**src/vid_slew_consts.svh**
```systemverilog
`ifndef VID_SLEW_CONSTS_SVH
`define VID_SLEW_CONSTS_SVH

// ************************************************************
// Register byte offsets
// ************************************************************
`define OFS_CODE0       8'h00
`define OFS_CODE1       8'h04
`define OFS_CODE2       8'h08
`define OFS_CTRL        8'h0c
`define OFS_SLEW_TIMING_RESISTOR       8'h10
`define OFS_LIMITS      8'h14
`define OFS_STATE       8'h18
`define OFS_IRQ_STATUS  8'h1c
`define OFS_IRQ_ENABLE  8'h20
`define OFS_IRQ_CLEAR   8'h24

// ************************************************************
// Field positions
// ************************************************************
`define CTRL_ENABLE_BIT   0
`define CTRL_BOOT_DONE    1
`define CTRL_COMBINED     2
`define CTRL_LPS_LSB      4
`define LIMITS_NB_LSB     8

// ************************************************************
// Reset values
// ************************************************************
`define RST_CODE        7'h7f
`define RST_CTRL        7'h00
`define RST_SLEW_TIMING_RESISTOR       12'h08f
`define RST_LIMITS      16'h0000
`define RST_IRQ_ENABLE  6'h00

// ************************************************************
// Timing and scaling
// ************************************************************
`define CLK_PERIOD_NS   20
`define PG_REEN_NS      20000
`define PG_REEN_CYC     ((`PG_REEN_NS + `CLK_PERIOD_NS - 1) / `CLK_PERIOD_NS)
// Slew rate 6.25 mV/us x 143 kohm / R, target step 0.5 mV
`define SLEW_RATE_UV_US 6250
`define SLEW_R_KOHM     143
`define STEP_UV         500
`define SLEW_NUM        (`SLEW_RATE_UV_US * `SLEW_R_KOHM * 10 * `CLK_PERIOD_NS / (`STEP_UV * 1000 / 2))
`define SOFT_RATE_UV_US 1000
`define SOFT_DEN        (`SLEW_NUM * `STEP_UV * 1000 / (`SOFT_RATE_UV_US * `CLK_PERIOD_NS))
`define SLEW_TIMING_RESISTOR_MIN       12'd357
`define SLEW_TIMING_RESISTOR_MAX       12'd3570
`define FULL_UNITS      12'd3100
`define CODE_UNITS      12'd25
`define CODE_OFF        7'h7c
`define CORE_IDLE_PCT   15
`define NB_IDLE_PCT     25

`endif

```
**src/vid_slew_pkg.sv**
```systemverilog
package vid_slew_pkg;
  typedef enum logic [2:0] {
    ST_OFF     = 3'b000,
    ST_SLEW_UP = 3'b001,
    ST_SLEW_DN = 3'b010,
    ST_HOLD_UP = 3'b011,
    ST_WAIT_RG = 3'b100,
    ST_STEADY  = 3'b101
  } slew_state_e;
  typedef logic [6:0] vid_code_t;
endpackage

```
**src/vid_slew_ctrl.sv**
```systemverilog
// Notes on behaviour
// - Slew rate follows timing resistor, 25..2.5mV/us
// - Transition start blanks both power-good thresholds
// - Upward: thresholds back 20us after settling
// - Downward: upper threshold back once output arrives
// - Linear slew at 6.25mV/us x 143k/R
// - Soft-start ramps at fixed 1mV/us
// - Shutdown turns on discharge switches
// - After boot, select bit 1: forced-PWM
// - Soft-start or select bit 0: pulse-skipping
// - Skip on-time ends on feedback and idle current
// - Downward: overvoltage threshold held at 1.85V
// - Mode chosen per output from own bit, except output 1 uses bit 0 when combined
// - Combined core: 1-phase skip, 2-phase PWM
// - Skip mode: no on-time while output high
// - Three independent 7-bit voltage codes
// - Downward skip transition disables DC integrator
//
// The Avalon-MM slave port and the register addresses were left to the implementer.
`include "vid_slew_consts.svh"
`timescale 1ns/1ps
`default_nettype none
module vid_slew_ctrl
#(
  parameter int NOUT = 3
)
(
  input  wire logic                    I_CLK,
  input  wire logic                    I_RESETN,
  input  wire logic [3:0]              I_AVS_ADDRESS,
  input  wire logic                    I_AVS_READ,
  input  wire logic                    I_AVS_WRITE,
  input  wire logic [31:0]             I_AVS_WRITEDATA,
  output logic [31:0]                  O_AVS_READDATA,
  output logic                         O_AVS_WAITREQUEST,
  input  wire logic [NOUT-1:0]         I_FB_ABOVE,
  input  wire logic [NOUT-1:0]         I_CS_ABOVE_IDLE,
  input  wire logic [NOUT-1:0]         I_ZERO_CROSS,
  input  wire logic [NOUT-1:0]         I_SW_CLK,
  input  wire logic [NOUT-1:0]         I_IN_REG,
  input  wire logic [NOUT-1:0]         I_ERR_CMP,
  input  wire logic [NOUT-1:0]         I_PG_UPPER_OK,
  input  wire logic [NOUT-1:0]         I_PG_LOWER_OK,
  output logic [NOUT-1:0]              O_HIGH_SIDE_GATE,
  output logic [NOUT-1:0]              O_LOW_SIDE_GATE_DRIVE,
  output logic [NOUT-1:0]              O_ZC_ENABLE,
  output logic [NOUT-1:0]              O_INTEGRATOR_EN,
  output logic [NOUT-1:0]              O_OVP_HOLD_1V85,
  output logic [NOUT*12-1:0]           O_TARGET,
  output logic                         O_CORE_TWO_PHASE,
  output logic [1:0]                   O_DISCHARGE_CORE,
  output logic                         O_DISCHARGE_NB,
  output logic [7:0]                   O_CORE_IDLE_THRESH,
  output logic [7:0]                   O_NB_IDLE_THRESH,
  output logic                         O_POWER_GOOD_OUTPUT_O,
  output logic                         O_POWER_GOOD_OUTPUT_OE,
  output logic                         O_IRQ
);
  import vid_slew_pkg::*;

  localparam int NSYNC = 8 * NOUT;
  localparam logic [14:0] SLEW_NUM = 15'(`SLEW_NUM);
  localparam logic [14:0] SOFT_DEN = 15'(`SOFT_DEN);
  localparam logic [9:0]  PG_REEN  = 10'(`PG_REEN_CYC);

  function automatic logic [11:0] code_units(input logic [6:0] code);
    logic [11:0] u;
    u = `FULL_UNITS - 12'(code * `CODE_UNITS);
    code_units = (code >= `CODE_OFF) ? 12'h000 : u;
  endfunction

  // ************************************************************
  // Pin input filtering
  // ************************************************************
  logic [NSYNC-1:0] pin_raw;
  logic [NSYNC-1:0] s1_r;
  logic [NSYNC-1:0] s2_r;
  logic [NSYNC-1:0] s3_r;
  logic [NSYNC-1:0] filt_r;
  logic [NSYNC-1:0] filt_d_r;

  assign pin_raw = {I_PG_LOWER_OK, I_PG_UPPER_OK, I_ERR_CMP, I_IN_REG,
                    I_SW_CLK, I_ZERO_CROSS, I_CS_ABOVE_IDLE, I_FB_ABOVE};

  genvar gb;
  generate
    for (gb = 0; gb < NSYNC; gb++)
    begin : g_sync
      always_ff @(posedge I_CLK or negedge I_RESETN)
      begin
        if (!I_RESETN)
        begin
          s1_r[gb]     <= 1'b0;
          s2_r[gb]     <= 1'b0;
          s3_r[gb]     <= 1'b0;
          filt_r[gb]   <= 1'b0;
          filt_d_r[gb] <= 1'b0;
        end
        else
        begin
          s1_r[gb]     <= pin_raw[gb];
          s2_r[gb]     <= s1_r[gb];
          s3_r[gb]     <= s2_r[gb];
          filt_r[gb]   <= (s2_r[gb] == s3_r[gb]) ? s3_r[gb] : filt_r[gb];
          filt_d_r[gb] <= filt_r[gb];
        end
      end
    end
  endgenerate

  wire [NOUT-1:0] fb_above = filt_r[0*NOUT +: NOUT];
  wire [NOUT-1:0] cs_idle  = filt_r[1*NOUT +: NOUT];
  wire [NOUT-1:0] zcross   = filt_r[2*NOUT +: NOUT];
  wire [NOUT-1:0] swclk_rise = filt_r[3*NOUT +: NOUT] & ~filt_d_r[3*NOUT +: NOUT];
  wire [NOUT-1:0] in_reg   = filt_r[4*NOUT +: NOUT];
  wire [NOUT-1:0] err_edge = filt_r[5*NOUT +: NOUT] ^ filt_d_r[5*NOUT +: NOUT];
  wire [NOUT-1:0] pg_hi_ok = filt_r[6*NOUT +: NOUT];
  wire [NOUT-1:0] pg_lo_ok = filt_r[7*NOUT +: NOUT];

  // ************************************************************
  // Bus slave and registers
  // ************************************************************
  logic             ack_r;
  logic [31:0]      rdata_r;
  vid_code_t        code_r [NOUT];
  logic [6:0]       ctrl_r;
  logic [11:0]      slew_timing_resistor_r;
  logic [15:0]      limits_r;
  logic [2*NOUT-1:0] irq_stat_r;
  logic [2*NOUT-1:0] irq_en_r;
  logic [2*NOUT-1:0] irq_evt;
  logic [6*NOUT-1:0] state_word;
  logic [31:0]      rd_mux;

  wire        req      = I_AVS_READ | I_AVS_WRITE;
  wire        wr_take  = I_AVS_WRITE & ack_r;
  wire [7:0]  byte_adr = {2'b00, I_AVS_ADDRESS, 2'b00};
  wire        wr_clear = wr_take & (byte_adr == `OFS_IRQ_CLEAR);
  wire        enable   = ctrl_r[`CTRL_ENABLE_BIT];
  wire        boot_done = ctrl_r[`CTRL_BOOT_DONE];
  wire        combined = ctrl_r[`CTRL_COMBINED];
  wire [2:0]  lps      = ctrl_r[`CTRL_LPS_LSB +: 3];

  assign O_AVS_WAITREQUEST = req & ~ack_r;
  assign O_AVS_READDATA    = rdata_r;

  assign rd_mux =
    (byte_adr == `OFS_CODE0)      ? {25'h0, code_r[0]} :
    (byte_adr == `OFS_CODE1)      ? {25'h0, code_r[1]} :
    (byte_adr == `OFS_CODE2)      ? {25'h0, code_r[2]} :
    (byte_adr == `OFS_CTRL)       ? {25'h0, ctrl_r} :
    (byte_adr == `OFS_SLEW_TIMING_RESISTOR)      ? {20'h0, slew_timing_resistor_r} :
    (byte_adr == `OFS_LIMITS)     ? {16'h0, limits_r} :
    (byte_adr == `OFS_STATE)      ? {14'h0, state_word} :
    (byte_adr == `OFS_IRQ_STATUS) ? {26'h0, irq_stat_r} :
    (byte_adr == `OFS_IRQ_ENABLE) ? {26'h0, irq_en_r} : 32'h0;

  always_ff @(posedge I_CLK or negedge I_RESETN)
  begin
    if (!I_RESETN)
    begin
      ack_r   <= 1'b0;
      rdata_r <= 32'h0;
    end
    else
    begin
      ack_r   <= req & ~ack_r;
      rdata_r <= (I_AVS_READ & ~ack_r) ? rd_mux : rdata_r;
    end
  end

  always_ff @(posedge I_CLK or negedge I_RESETN)
  begin
    if (!I_RESETN)
    begin
      ctrl_r   <= `RST_CTRL;
      slew_timing_resistor_r  <= `RST_SLEW_TIMING_RESISTOR;
      limits_r <= `RST_LIMITS;
      irq_en_r <= `RST_IRQ_ENABLE;
    end
    else if (wr_take)
    begin
      ctrl_r   <= (byte_adr == `OFS_CTRL) ? I_AVS_WRITEDATA[6:0] : ctrl_r;
      slew_timing_resistor_r  <= (byte_adr == `OFS_SLEW_TIMING_RESISTOR) ? I_AVS_WRITEDATA[11:0] : slew_timing_resistor_r;
      limits_r <= (byte_adr == `OFS_LIMITS) ? I_AVS_WRITEDATA[15:0] : limits_r;
      irq_en_r <= (byte_adr == `OFS_IRQ_ENABLE) ? I_AVS_WRITEDATA[5:0] : irq_en_r;
    end
  end

  // Event set wins over a clear in the same cycle
  always_ff @(posedge I_CLK or negedge I_RESETN)
  begin
    if (!I_RESETN)
      irq_stat_r <= '0;
    else
      irq_stat_r <= irq_evt | (irq_stat_r & ~(wr_clear ? I_AVS_WRITEDATA[5:0] : 6'h0));
  end

  assign O_IRQ = |(irq_stat_r & irq_en_r);

  assign O_CORE_IDLE_THRESH = 8'((16'(limits_r[7:0]) * 16'(`CORE_IDLE_PCT)) / 16'd100);
  assign O_NB_IDLE_THRESH   = 8'((16'(limits_r[15:8]) * 16'(`NB_IDLE_PCT)) / 16'd100);

  wire [11:0] slew_timing_resistor_cl = (slew_timing_resistor_r < `SLEW_TIMING_RESISTOR_MIN) ? `SLEW_TIMING_RESISTOR_MIN :
                         (slew_timing_resistor_r > `SLEW_TIMING_RESISTOR_MAX) ? `SLEW_TIMING_RESISTOR_MAX : slew_timing_resistor_r;
  wire [14:0] slew_den = {2'b00, slew_timing_resistor_cl, 1'b0};

  assign O_DISCHARGE_CORE = {2{~enable}};
  assign O_DISCHARGE_NB   = ~enable;

  logic [NOUT-1:0] pwm_mode;
  logic [NOUT-1:0] pg_hi_r;
  logic [NOUT-1:0] pg_lo_r;

  assign O_CORE_TWO_PHASE = combined & pwm_mode[0];

  wire pg_all = &(pg_hi_r & pg_lo_r);
  assign O_POWER_GOOD_OUTPUT_O  = 1'b0;
  assign O_POWER_GOOD_OUTPUT_OE = ~pg_all;

  // ************************************************************
  // Per-output slew, blanking and gate control
  // ************************************************************
  genvar gi;
  generate
    for (gi = 0; gi < NOUT; gi++)
    begin : g_out
      slew_state_e st_r;
      logic [11:0] tgt_r;
      logic [14:0] acc_r;
      logic [9:0]  hold_r;
      logic        soft_r;
      logic        blank_hi_r;
      logic        blank_lo_r;
      logic        ovp_r;
      logic        integ_off_r;
      logic        on_r;
      logic        zc_r;
      logic        hi_r;
      logic        lo_r;
      logic        en_d_r;
      logic        pg_d_r;

      wire        lps_eff = (gi == 1 && combined) ? lps[0] : lps[gi];
      wire        phase_off = (gi == 1) && combined && !pwm_mode[0];
      wire        code_wr = wr_take && (byte_adr == 8'(4 * gi));
      wire [11:0] fin = code_units(code_r[gi]);
      wire [14:0] den = soft_r ? SOFT_DEN : slew_den;
      wire [14:0] acc_sum = acc_r + SLEW_NUM;
      wire        tick = acc_sum >= den;
      wire        start = enable & ~en_d_r;
      wire        chg = code_wr & (I_AVS_WRITEDATA[6:0] != code_r[gi]);
      wire        at_fin = (tgt_r == fin);
      wire        slewing = (st_r == ST_SLEW_UP) || (st_r == ST_SLEW_DN);
      wire        skip = ~pwm_mode[gi];
      wire        on_nxt;
      wire        zc_nxt;

      assign pwm_mode[gi] = boot_done & lps_eff & ~soft_r;

      always_ff @(posedge I_CLK or negedge I_RESETN)
      begin
        if (!I_RESETN)
          code_r[gi] <= `RST_CODE;
        else if (code_wr)
          code_r[gi] <= I_AVS_WRITEDATA[6:0];
      end

      always_ff @(posedge I_CLK or negedge I_RESETN)
      begin
        if (!I_RESETN)
          en_d_r <= 1'b0;
        else
          en_d_r <= enable;
      end

      always_ff @(posedge I_CLK or negedge I_RESETN)
      begin
        if (!I_RESETN)
          acc_r <= '0;
        else if (!slewing)
          acc_r <= '0;
        else
          acc_r <= tick ? 15'(acc_sum - den) : acc_sum;
      end

      // Slew state machine
      always_ff @(posedge I_CLK or negedge I_RESETN)
      begin
        if (!I_RESETN)
        begin
          st_r   <= ST_OFF;
          tgt_r  <= '0;
          soft_r <= 1'b0;
          hold_r <= '0;
        end
        else if (!enable)
        begin
          st_r   <= ST_OFF;
          tgt_r  <= '0;
          soft_r <= 1'b0;
        end
        else if (start)
        begin
          st_r   <= ST_SLEW_UP;
          tgt_r  <= '0;
          soft_r <= 1'b1;
        end
        else if (chg)
        begin
          st_r <= (code_units(I_AVS_WRITEDATA[6:0]) >= tgt_r) ? ST_SLEW_UP : ST_SLEW_DN;
        end
        else
        begin
          case (st_r)
            ST_SLEW_UP:
            begin
              if (tgt_r > fin)
                st_r <= ST_SLEW_DN;
              else if (at_fin)
              begin
                st_r   <= ST_HOLD_UP;
                hold_r <= '0;
                soft_r <= 1'b0;
              end
              else if (tick)
                tgt_r <= tgt_r + 12'd1;
            end
            ST_SLEW_DN:
            begin
              if (tgt_r < fin)
                st_r <= ST_SLEW_UP;
              else if (at_fin)
                st_r <= ST_WAIT_RG;
              else if (tick)
                tgt_r <= tgt_r - 12'd1;
            end
            ST_HOLD_UP:
            begin
              hold_r <= hold_r + 10'd1;
              if (hold_r == PG_REEN - 10'd1)
                st_r <= ST_STEADY;
            end
            ST_WAIT_RG:
              st_r <= in_reg[gi] ? ST_STEADY : ST_WAIT_RG;
            ST_STEADY:
              st_r <= ST_STEADY;
            default:
              st_r <= ST_OFF;
          endcase
        end
      end

      always_ff @(posedge I_CLK or negedge I_RESETN)
      begin
        if (!I_RESETN)
        begin
          blank_hi_r <= 1'b1;
          blank_lo_r <= 1'b1;
        end
        else if (start || chg || !enable)
        begin
          blank_hi_r <= 1'b1;
          blank_lo_r <= 1'b1;
        end
        else
        begin
          blank_hi_r <= blank_hi_r & ~(st_r == ST_STEADY);
          blank_lo_r <= blank_lo_r & ~((st_r == ST_STEADY) || (st_r == ST_WAIT_RG));
        end
      end

      always_ff @(posedge I_CLK or negedge I_RESETN)
      begin
        if (!I_RESETN)
        begin
          ovp_r       <= 1'b0;
          integ_off_r <= 1'b0;
        end
        else if (chg && code_units(I_AVS_WRITEDATA[6:0]) < tgt_r)
        begin
          ovp_r       <= 1'b1;
          integ_off_r <= skip;
        end
        else
        begin
          ovp_r       <= ovp_r & ~((st_r == ST_WAIT_RG) && in_reg[gi]);
          integ_off_r <= integ_off_r & ~(!slewing && err_edge[gi]);
        end
      end

      always_ff @(posedge I_CLK or negedge I_RESETN)
      begin
        if (!I_RESETN)
        begin
          pg_hi_r[gi] <= 1'b0;
          pg_lo_r[gi] <= 1'b0;
          pg_d_r      <= 1'b0;
        end
        else
        begin
          pg_hi_r[gi] <= blank_hi_r ? pg_hi_r[gi] : pg_hi_ok[gi];
          pg_lo_r[gi] <= blank_lo_r ? pg_lo_r[gi] : pg_lo_ok[gi];
          pg_d_r      <= pg_hi_r[gi] & pg_lo_r[gi];
        end
      end

      assign on_nxt = (swclk_rise[gi] && enable && !phase_off && !(skip && fb_above[gi])) ? 1'b1 :
                      (on_r && fb_above[gi] && (pwm_mode[gi] || cs_idle[gi])) ? 1'b0 :
                      on_r & enable & ~phase_off;
      assign zc_nxt = on_nxt ? 1'b0 : (zc_r | zcross[gi]);

      always_ff @(posedge I_CLK or negedge I_RESETN)
      begin
        if (!I_RESETN)
        begin
          on_r <= 1'b0;
          zc_r <= 1'b0;
          hi_r <= 1'b0;
          lo_r <= 1'b0;
        end
        else
        begin
          on_r <= on_nxt;
          zc_r <= zc_nxt;
          hi_r <= on_nxt;
          // complement in PWM, cut at zero current
          lo_r <= enable & ~phase_off & ~on_nxt & ~(skip & zc_nxt);
        end
      end

      assign O_HIGH_SIDE_GATE[gi]      = hi_r;
      assign O_LOW_SIDE_GATE_DRIVE[gi] = lo_r;
      assign O_ZC_ENABLE[gi]           = skip;
      assign O_INTEGRATOR_EN[gi]       = ~integ_off_r;
      assign O_OVP_HOLD_1V85[gi]       = ovp_r;
      assign O_TARGET[gi*12 +: 12]     = tgt_r;
      assign irq_evt[gi]        = slewing & at_fin & ~chg;
      assign irq_evt[NOUT + gi] = pg_d_r & ~(pg_hi_r[gi] & pg_lo_r[gi]);
      assign state_word[gi*6 +: 6] = {pg_hi_r[gi] & pg_lo_r[gi], slewing, pwm_mode[gi],
                                      integ_off_r, ovp_r, blank_hi_r};
    end
  endgenerate

endmodule
`default_nettype wire

```
**config.mk**
```make
export PLATFORM = sky130hd
export DESIGN_NAME = vid_slew_ctrl
export DESIGN_NICKNAME = d
export VERILOG_FILES = /design/src/vid_slew_pkg.sv /design/src/vid_slew_ctrl.sv
export VERILOG_INCLUDE_DIRS = /design/src
export SDC_FILE = /design/constraint.sdc
export NUM_CORES = 1
export LEC_CHECK = 0
export ABC_AREA = 1
export BUFFER_PORTS_ARGS = -buffer_cell sky130_fd_sc_hd__buf_4
export CORE_MARGIN = 1
export CORE_UTILIZATION = 30
export DETAILED_ROUTE_END_ITERATION = 10
export PLACE_DENSITY = 0.53
export SKIP_CTS_REPAIR_TIMING = 1
export SYNTH_ARGS = -nofsm -noshare
export SYNTH_HDL_FRONTEND = slang
export SYNTH_SLANG_ARGS = --single-unit
```
**constraint.sdc**
```tcl
create_clock -name I_CLK -period 9.8 [get_ports I_CLK]
set_input_delay 1.96 -clock I_CLK [delete_from_list [all_inputs] [get_ports I_CLK]]
set_output_delay 1.96 -clock I_CLK [all_outputs]
set_load 0.02 [all_outputs]
```
After elaboration in Yosys (flattened, before gate mapping)
Cells that the tools add are included.

Register bits after elaboration: 357. Word-level logic and storage cells: 627.

Div/mod/pow operators: 2. $mul: 6. Add/subtract/negate cells: 19. Mux-type cells: 137. Reduce and logical (&&, ||, !) cells: 75. Magnitude comparators: 21. Bitwise operators: 104. Equal/unequal tests: 105.

Operator list (count): $mux 12 (33); $mux 15 (9); $mux 18 (7); $lt 12x12->1 (6); $mux 3 (24); $ne 4x4->1 const B (18); $pmux 12 s2 (3); $mux 10 (6); $pmux 10 s2 (3); $and 1x1->1 (53); $mul 7x5->12 const B (4); $sub 12x12->12 const A (4); $add 15x10->15 const B (3); $ge 15x15->1 (3); $pmux 3 s5 (3); $sub 15x15->15 (3); $mux 1 (43); $not 1->1 (39); $add 12x1->12 const B (3); $eq 12x12->1 (3); $ge 12x12->1 (3); $gt 12x12->1 (3); $ne 6x5->1 const B (6); $sub 12x1->12 const B (3); 43 further kinds (184).

Logic depth before layout (Yosys ltp)
Depth after elaboration: 12. Mapped depth: 56. Depth with buffers taken out: 55.

Worst setup path after synthesis
Ideal clock, no wire load.

Path kind: reg2out. From: reg limits_r[3]. To: out O_CORE_IDLE_THRESH[0]. Required time: 7.840 ns. Arrival: 6.546 ns. Stages on the path, launching flop included: 41. Setup slack: 1.294 ns. Cells stage by stage: dfrtp_1 fa_1 fa_1 ha_1 nand2_1 nor2_1 a211oi_1 o21ai_0 nand2_1 nand2_1 a21oi_1 nor2_1 nor2_1 nor2_1 nor2_1 xnor2_1 nand2_1 nor2_1 [... 5 more ...] a21boi_0 inv_1 a22oi_1 nor2_1 nand2_1 nand2_1 nand2_1 nand4_1 nand2_1 nand2_1 nand3_1 nand2_1 nor2_1 nand3_1 nand2_1 nand2_1 nand2_1 nand3_1.

Word-level cells in the longest chain between the ends: 2.

Ends and longest elaborated chain: from (decl) (line vid_slew_ctrl.sv:128) `logic [15:0] limits_r;`; from (signal assigned) (line vid_slew_ctrl.sv:178) `` limits_r <= `RST_LIMITS; ``; from (signal assigned) (line vid_slew_ctrl.sv:185) `` limits_r <= (byte_adr == `OFS_LIMITS) ? I_AVS_WRITEDATA[15:0] : limits_r; ``; $mul 8x4->12 (line vid_slew_ctrl.sv:201) `` assign O_CORE_IDLE_THRESH = 8'((16'(limits_r[7:0]) * 16'(`CORE_IDLE_PCT)) / 16'd100); ``; $div 12x7->16 (line vid_slew_ctrl.sv:201); to (decl) (line vid_slew_ctrl.sv:53) `output logic [7:0] O_CORE_IDLE_THRESH,`.

No other way between the ends.

Worst setup path after layout
From: reg limits_r[11]. To: out O_NB_IDLE_THRESH[0].

Word-level cells in the longest chain between the ends: 2.

Ends and longest elaborated chain: $mul 8x5->13 (line vid_slew_ctrl.sv:202) `` assign O_NB_IDLE_THRESH = 8'((16'(limits_r[15:8]) * 16'(`NB_IDLE_PCT)) / 16'd100); ``; $div 13x7->16 (line vid_slew_ctrl.sv:202); to (decl) (line vid_slew_ctrl.sv:54) `output logic [7:0] O_NB_IDLE_THRESH,`.

No other way between the ends.

==> reports/qor.yml <==
setup_path:
  critPathKind: "reg -> out"
  r2r_setup_slack_ns: 2.95
  critPathSlowestCell: "fa_1"
  path_common_cell: "nand2_2"
  crit_path_end_kind: "output port"
  cp.buffers_inverters: 7
  critPathArrivalTime_ns: 7.30
  crit_path_max_incr_delay_ns: 0.54
  critPathTopFamily: "simple AND/OR/NAND/NOR gates"
  cp-start-kind: "flop"
  cp.required_ns: 7.84
  crit_fanout: 9
synth:
  syn-cell-area_mm2: 0.0265
  synth_warnings: 0
  synth_xor_area_frac: 0.0512
  ys_ff_latch: 343
  yosys.area.top_type_share: 0.294
  synth_top_family_by_area: "adder cells"
  ys_seq_area_frac: 0.325
  yosysUniqueCellTypes: 62
  syn_area_per_cell_um2: 7.97
  synth-simple-area-share: 0.192
  synth.top_cells.by_area: "dfrtp_1 29%, ha_1 15%, inv_1 8.0%"
  synth_compound_area_frac: 0.135
  synth_edf_count: 0
  synth-async-reset-ratio: 1.00
  synth_top_cell_by_area: "dfrtp_1"
  synthAdderAreaFrac: 0.197
  synthFlopType: "dfrtp_1"
  synthMuxAreaShare: 0.00212
  synth_cells: 3326
sta:
  fin_setup_tns_ns: 0
  hold_viol: 0
  slew_headroom: 0.251
  period_needed_ns: 9.26
  finClkSkew_ns: 0.0308
  setup_viol: 0
  layout_setup_ws_ns: 0.543
  drv_slew: 0
  grt_setup_unrepaired: "yes"
  whs_ns: 0.341
  fin_crit_sh: 0.945
  worst_slew_pin_slew_ns: 1.12
  fmax_mhz: 108
final_layout:
  drive_gt1_frac: 0.117
  nNetsFinal: 3915
  antenna_cells: 0
  stdcell_count: 4670
  seq_area_mm2: 0.00863
  multi_input_area_mm2: 0.0156
  area_growth_pct: 15.3
  nFillCells: 9177
run:
  maxCapViolCount: 0
drt:
  dr.pass1.iters: 5
  first_iter_violations: 1317
  drc: 0
  ant_nets: 0
  wl_per_cell_um: 15.2
  vias_per_cell: 4.67
  wl_mm: 71.1
  routed-via-count: 21800
clock_tree:
  cts_buffers: 40
  cts_buffer_depth: 3
  path_clk_slew_ns: 0.06
  htreeDepth: 2
  cts_tree: "built"
  root_buffer: "clkbuf_16"
  clk_latency_ns: 0.58
  cts_sinks: 343
placement:
  dp.final_hpwl_mm: 55.8
  dp.cells: 4571
  gp_congestion: 0.880
  port_buffers: 136
  dp_slack_ns: 0.717
die:
  die-height_um: 299
  die_x_um: 299
  core_area_mm2: 0.0872
  die_area_mm2: 0.0896
  placementRows: 108
  start_util: 0.304
  ios: 171
global_routing:
  antenna_found_initial: 1
  grt_pass1_vias: 20800
  grt_pass1_wl_mm: 113
  track_usage: 0.157
  overflow: 0
  grt_max_degree: 143
status:
  status: "finished clean"
hold_path:
  hold_class: "reg -> reg"
## synthesized netlist by cell type, types with 10 or more instances
cell type,instances
inv_1,562
nand2_1,560
ha_1,318
dfrtp_1,311
nor2_1,270
o21ai_0,227
a21oi_1,204
nand3_1,136
xor2_1,91
xnor2_1,62
fa_1,50
nor3_1,45
clkbuf_1,42
o22ai_1,42
nand4_1,33
buf_4,32
dfstp_2,32
nand2_2,31
o21bai_1,30
a211oi_1,28
maj3_1,24
o211ai_1,14
o31ai_1,14
nor2_2,12
inv_2,11
nor3b_1,10
## per-layer routing
layer | vias up | part of all wire | global-route usage
met5 | - | 0.00018 | 0
met4 | 2 | 0.026 | 0.0414
met3 | 84 | 0.038 | 0.0193
met2 | 362 | 0.47 | 0.262
met1 | 10200 | 0.47 | 0.214
li1 | 11200 | - | -
## cell type report
cell class	instances	area share
Clock buffer	54	0.0378
Timing Repair Buffer	169	0.0422
Multi-Input combinational cell	2349	0.511
Sequential cell	343	0.282
Inverter	580	0.0715
Clock inverter	20	0.00769
Tap cell	1155	0.0473
## stage by stage
step                utilization  cell area [µm²]
floorplan                     -            26600
global placement          0.330            28800
detailed placement        0.330            28800
CTS                       0.346            30200
global route              0.351            30600
finish                    0.351            30600
## worst register-to-register path: cells and delay by family (launching register included)
kind / cells / cell delay, ns
compound gates: 15 / 3.31
simple gates: 6 / 1.76
buf+inv: 6 / 0.75
flops: 1 / 0.60
fa+ha+maj: 1 / 0.35
## worst paths after layout
check | depth (start not counted) | start | end
worst max-delay path | 52 | limits_r[11] | O_NB_IDLE_THRESH[0]
worst min-delay path | 0 | s1_r[11] | s2_r[11]
worst max register to register | 28 | slew_timing_resistor_r[10] | g_out[0].tgt_r[5]
worst min register to register | 0 | s1_r[11] | s2_r[11]
max in group asynchronous | 3 | I_RESETN | g_out[1].tgt_r[2]
min in group asynchronous | 1 | I_RESETN | s1_r[3]
## sequential cells by signal (all words and copies together), names as in the netlist, 18 cells and up
name / count
g_out.hold_r: 30
code_r: 21
s3_r: 24
g_out.acc_r: 45
O_AVS_READDATA: 18
s1_r: 24
filt_r: 18
s2_r: 24
g_out.tgt_r: 36
## cell families (layout without fill, tap and decap cells)
family / count (synthesis) / count (layout)
AO/OA/AOI/OAI: 623 / 623
XOR/XNOR: 154 / 154
adder cells (fa/ha/maj): 392 / 392
buffers and inverters: 655 / 823
flip-flops: 343 / 343
multiplexers: 5 / 5
other: 1 / 18
AND/OR/NAND/NOR: 1153 / 1157
## placed cells by master, fill, tap and decap left out, drive strengths merged, types with 14 or more instances in the layout
cell    synthesis  layout
nand2         598     600
inv           573     572
ha            318     318
dfrtp         311     311
nor2          290     290
o21ai         232     232
a21oi         208     208
buf            33     169
nand3         147     149
xor2           92      92
xnor2          62      62
clkbuf         42      54
fa             50      50
nor3           45      45
o22ai          42      42
nand4          33      33
dfstp          32      32
o21bai         30      30
a211oi         28      28
maj3           24      24
clkinv          7      20
conb            1      18
o31ai          14      14
o211ai         14      14
Power is not shown: default switching activity piles up to over one toggle a cycle in this logic, so the estimate is an artifact.
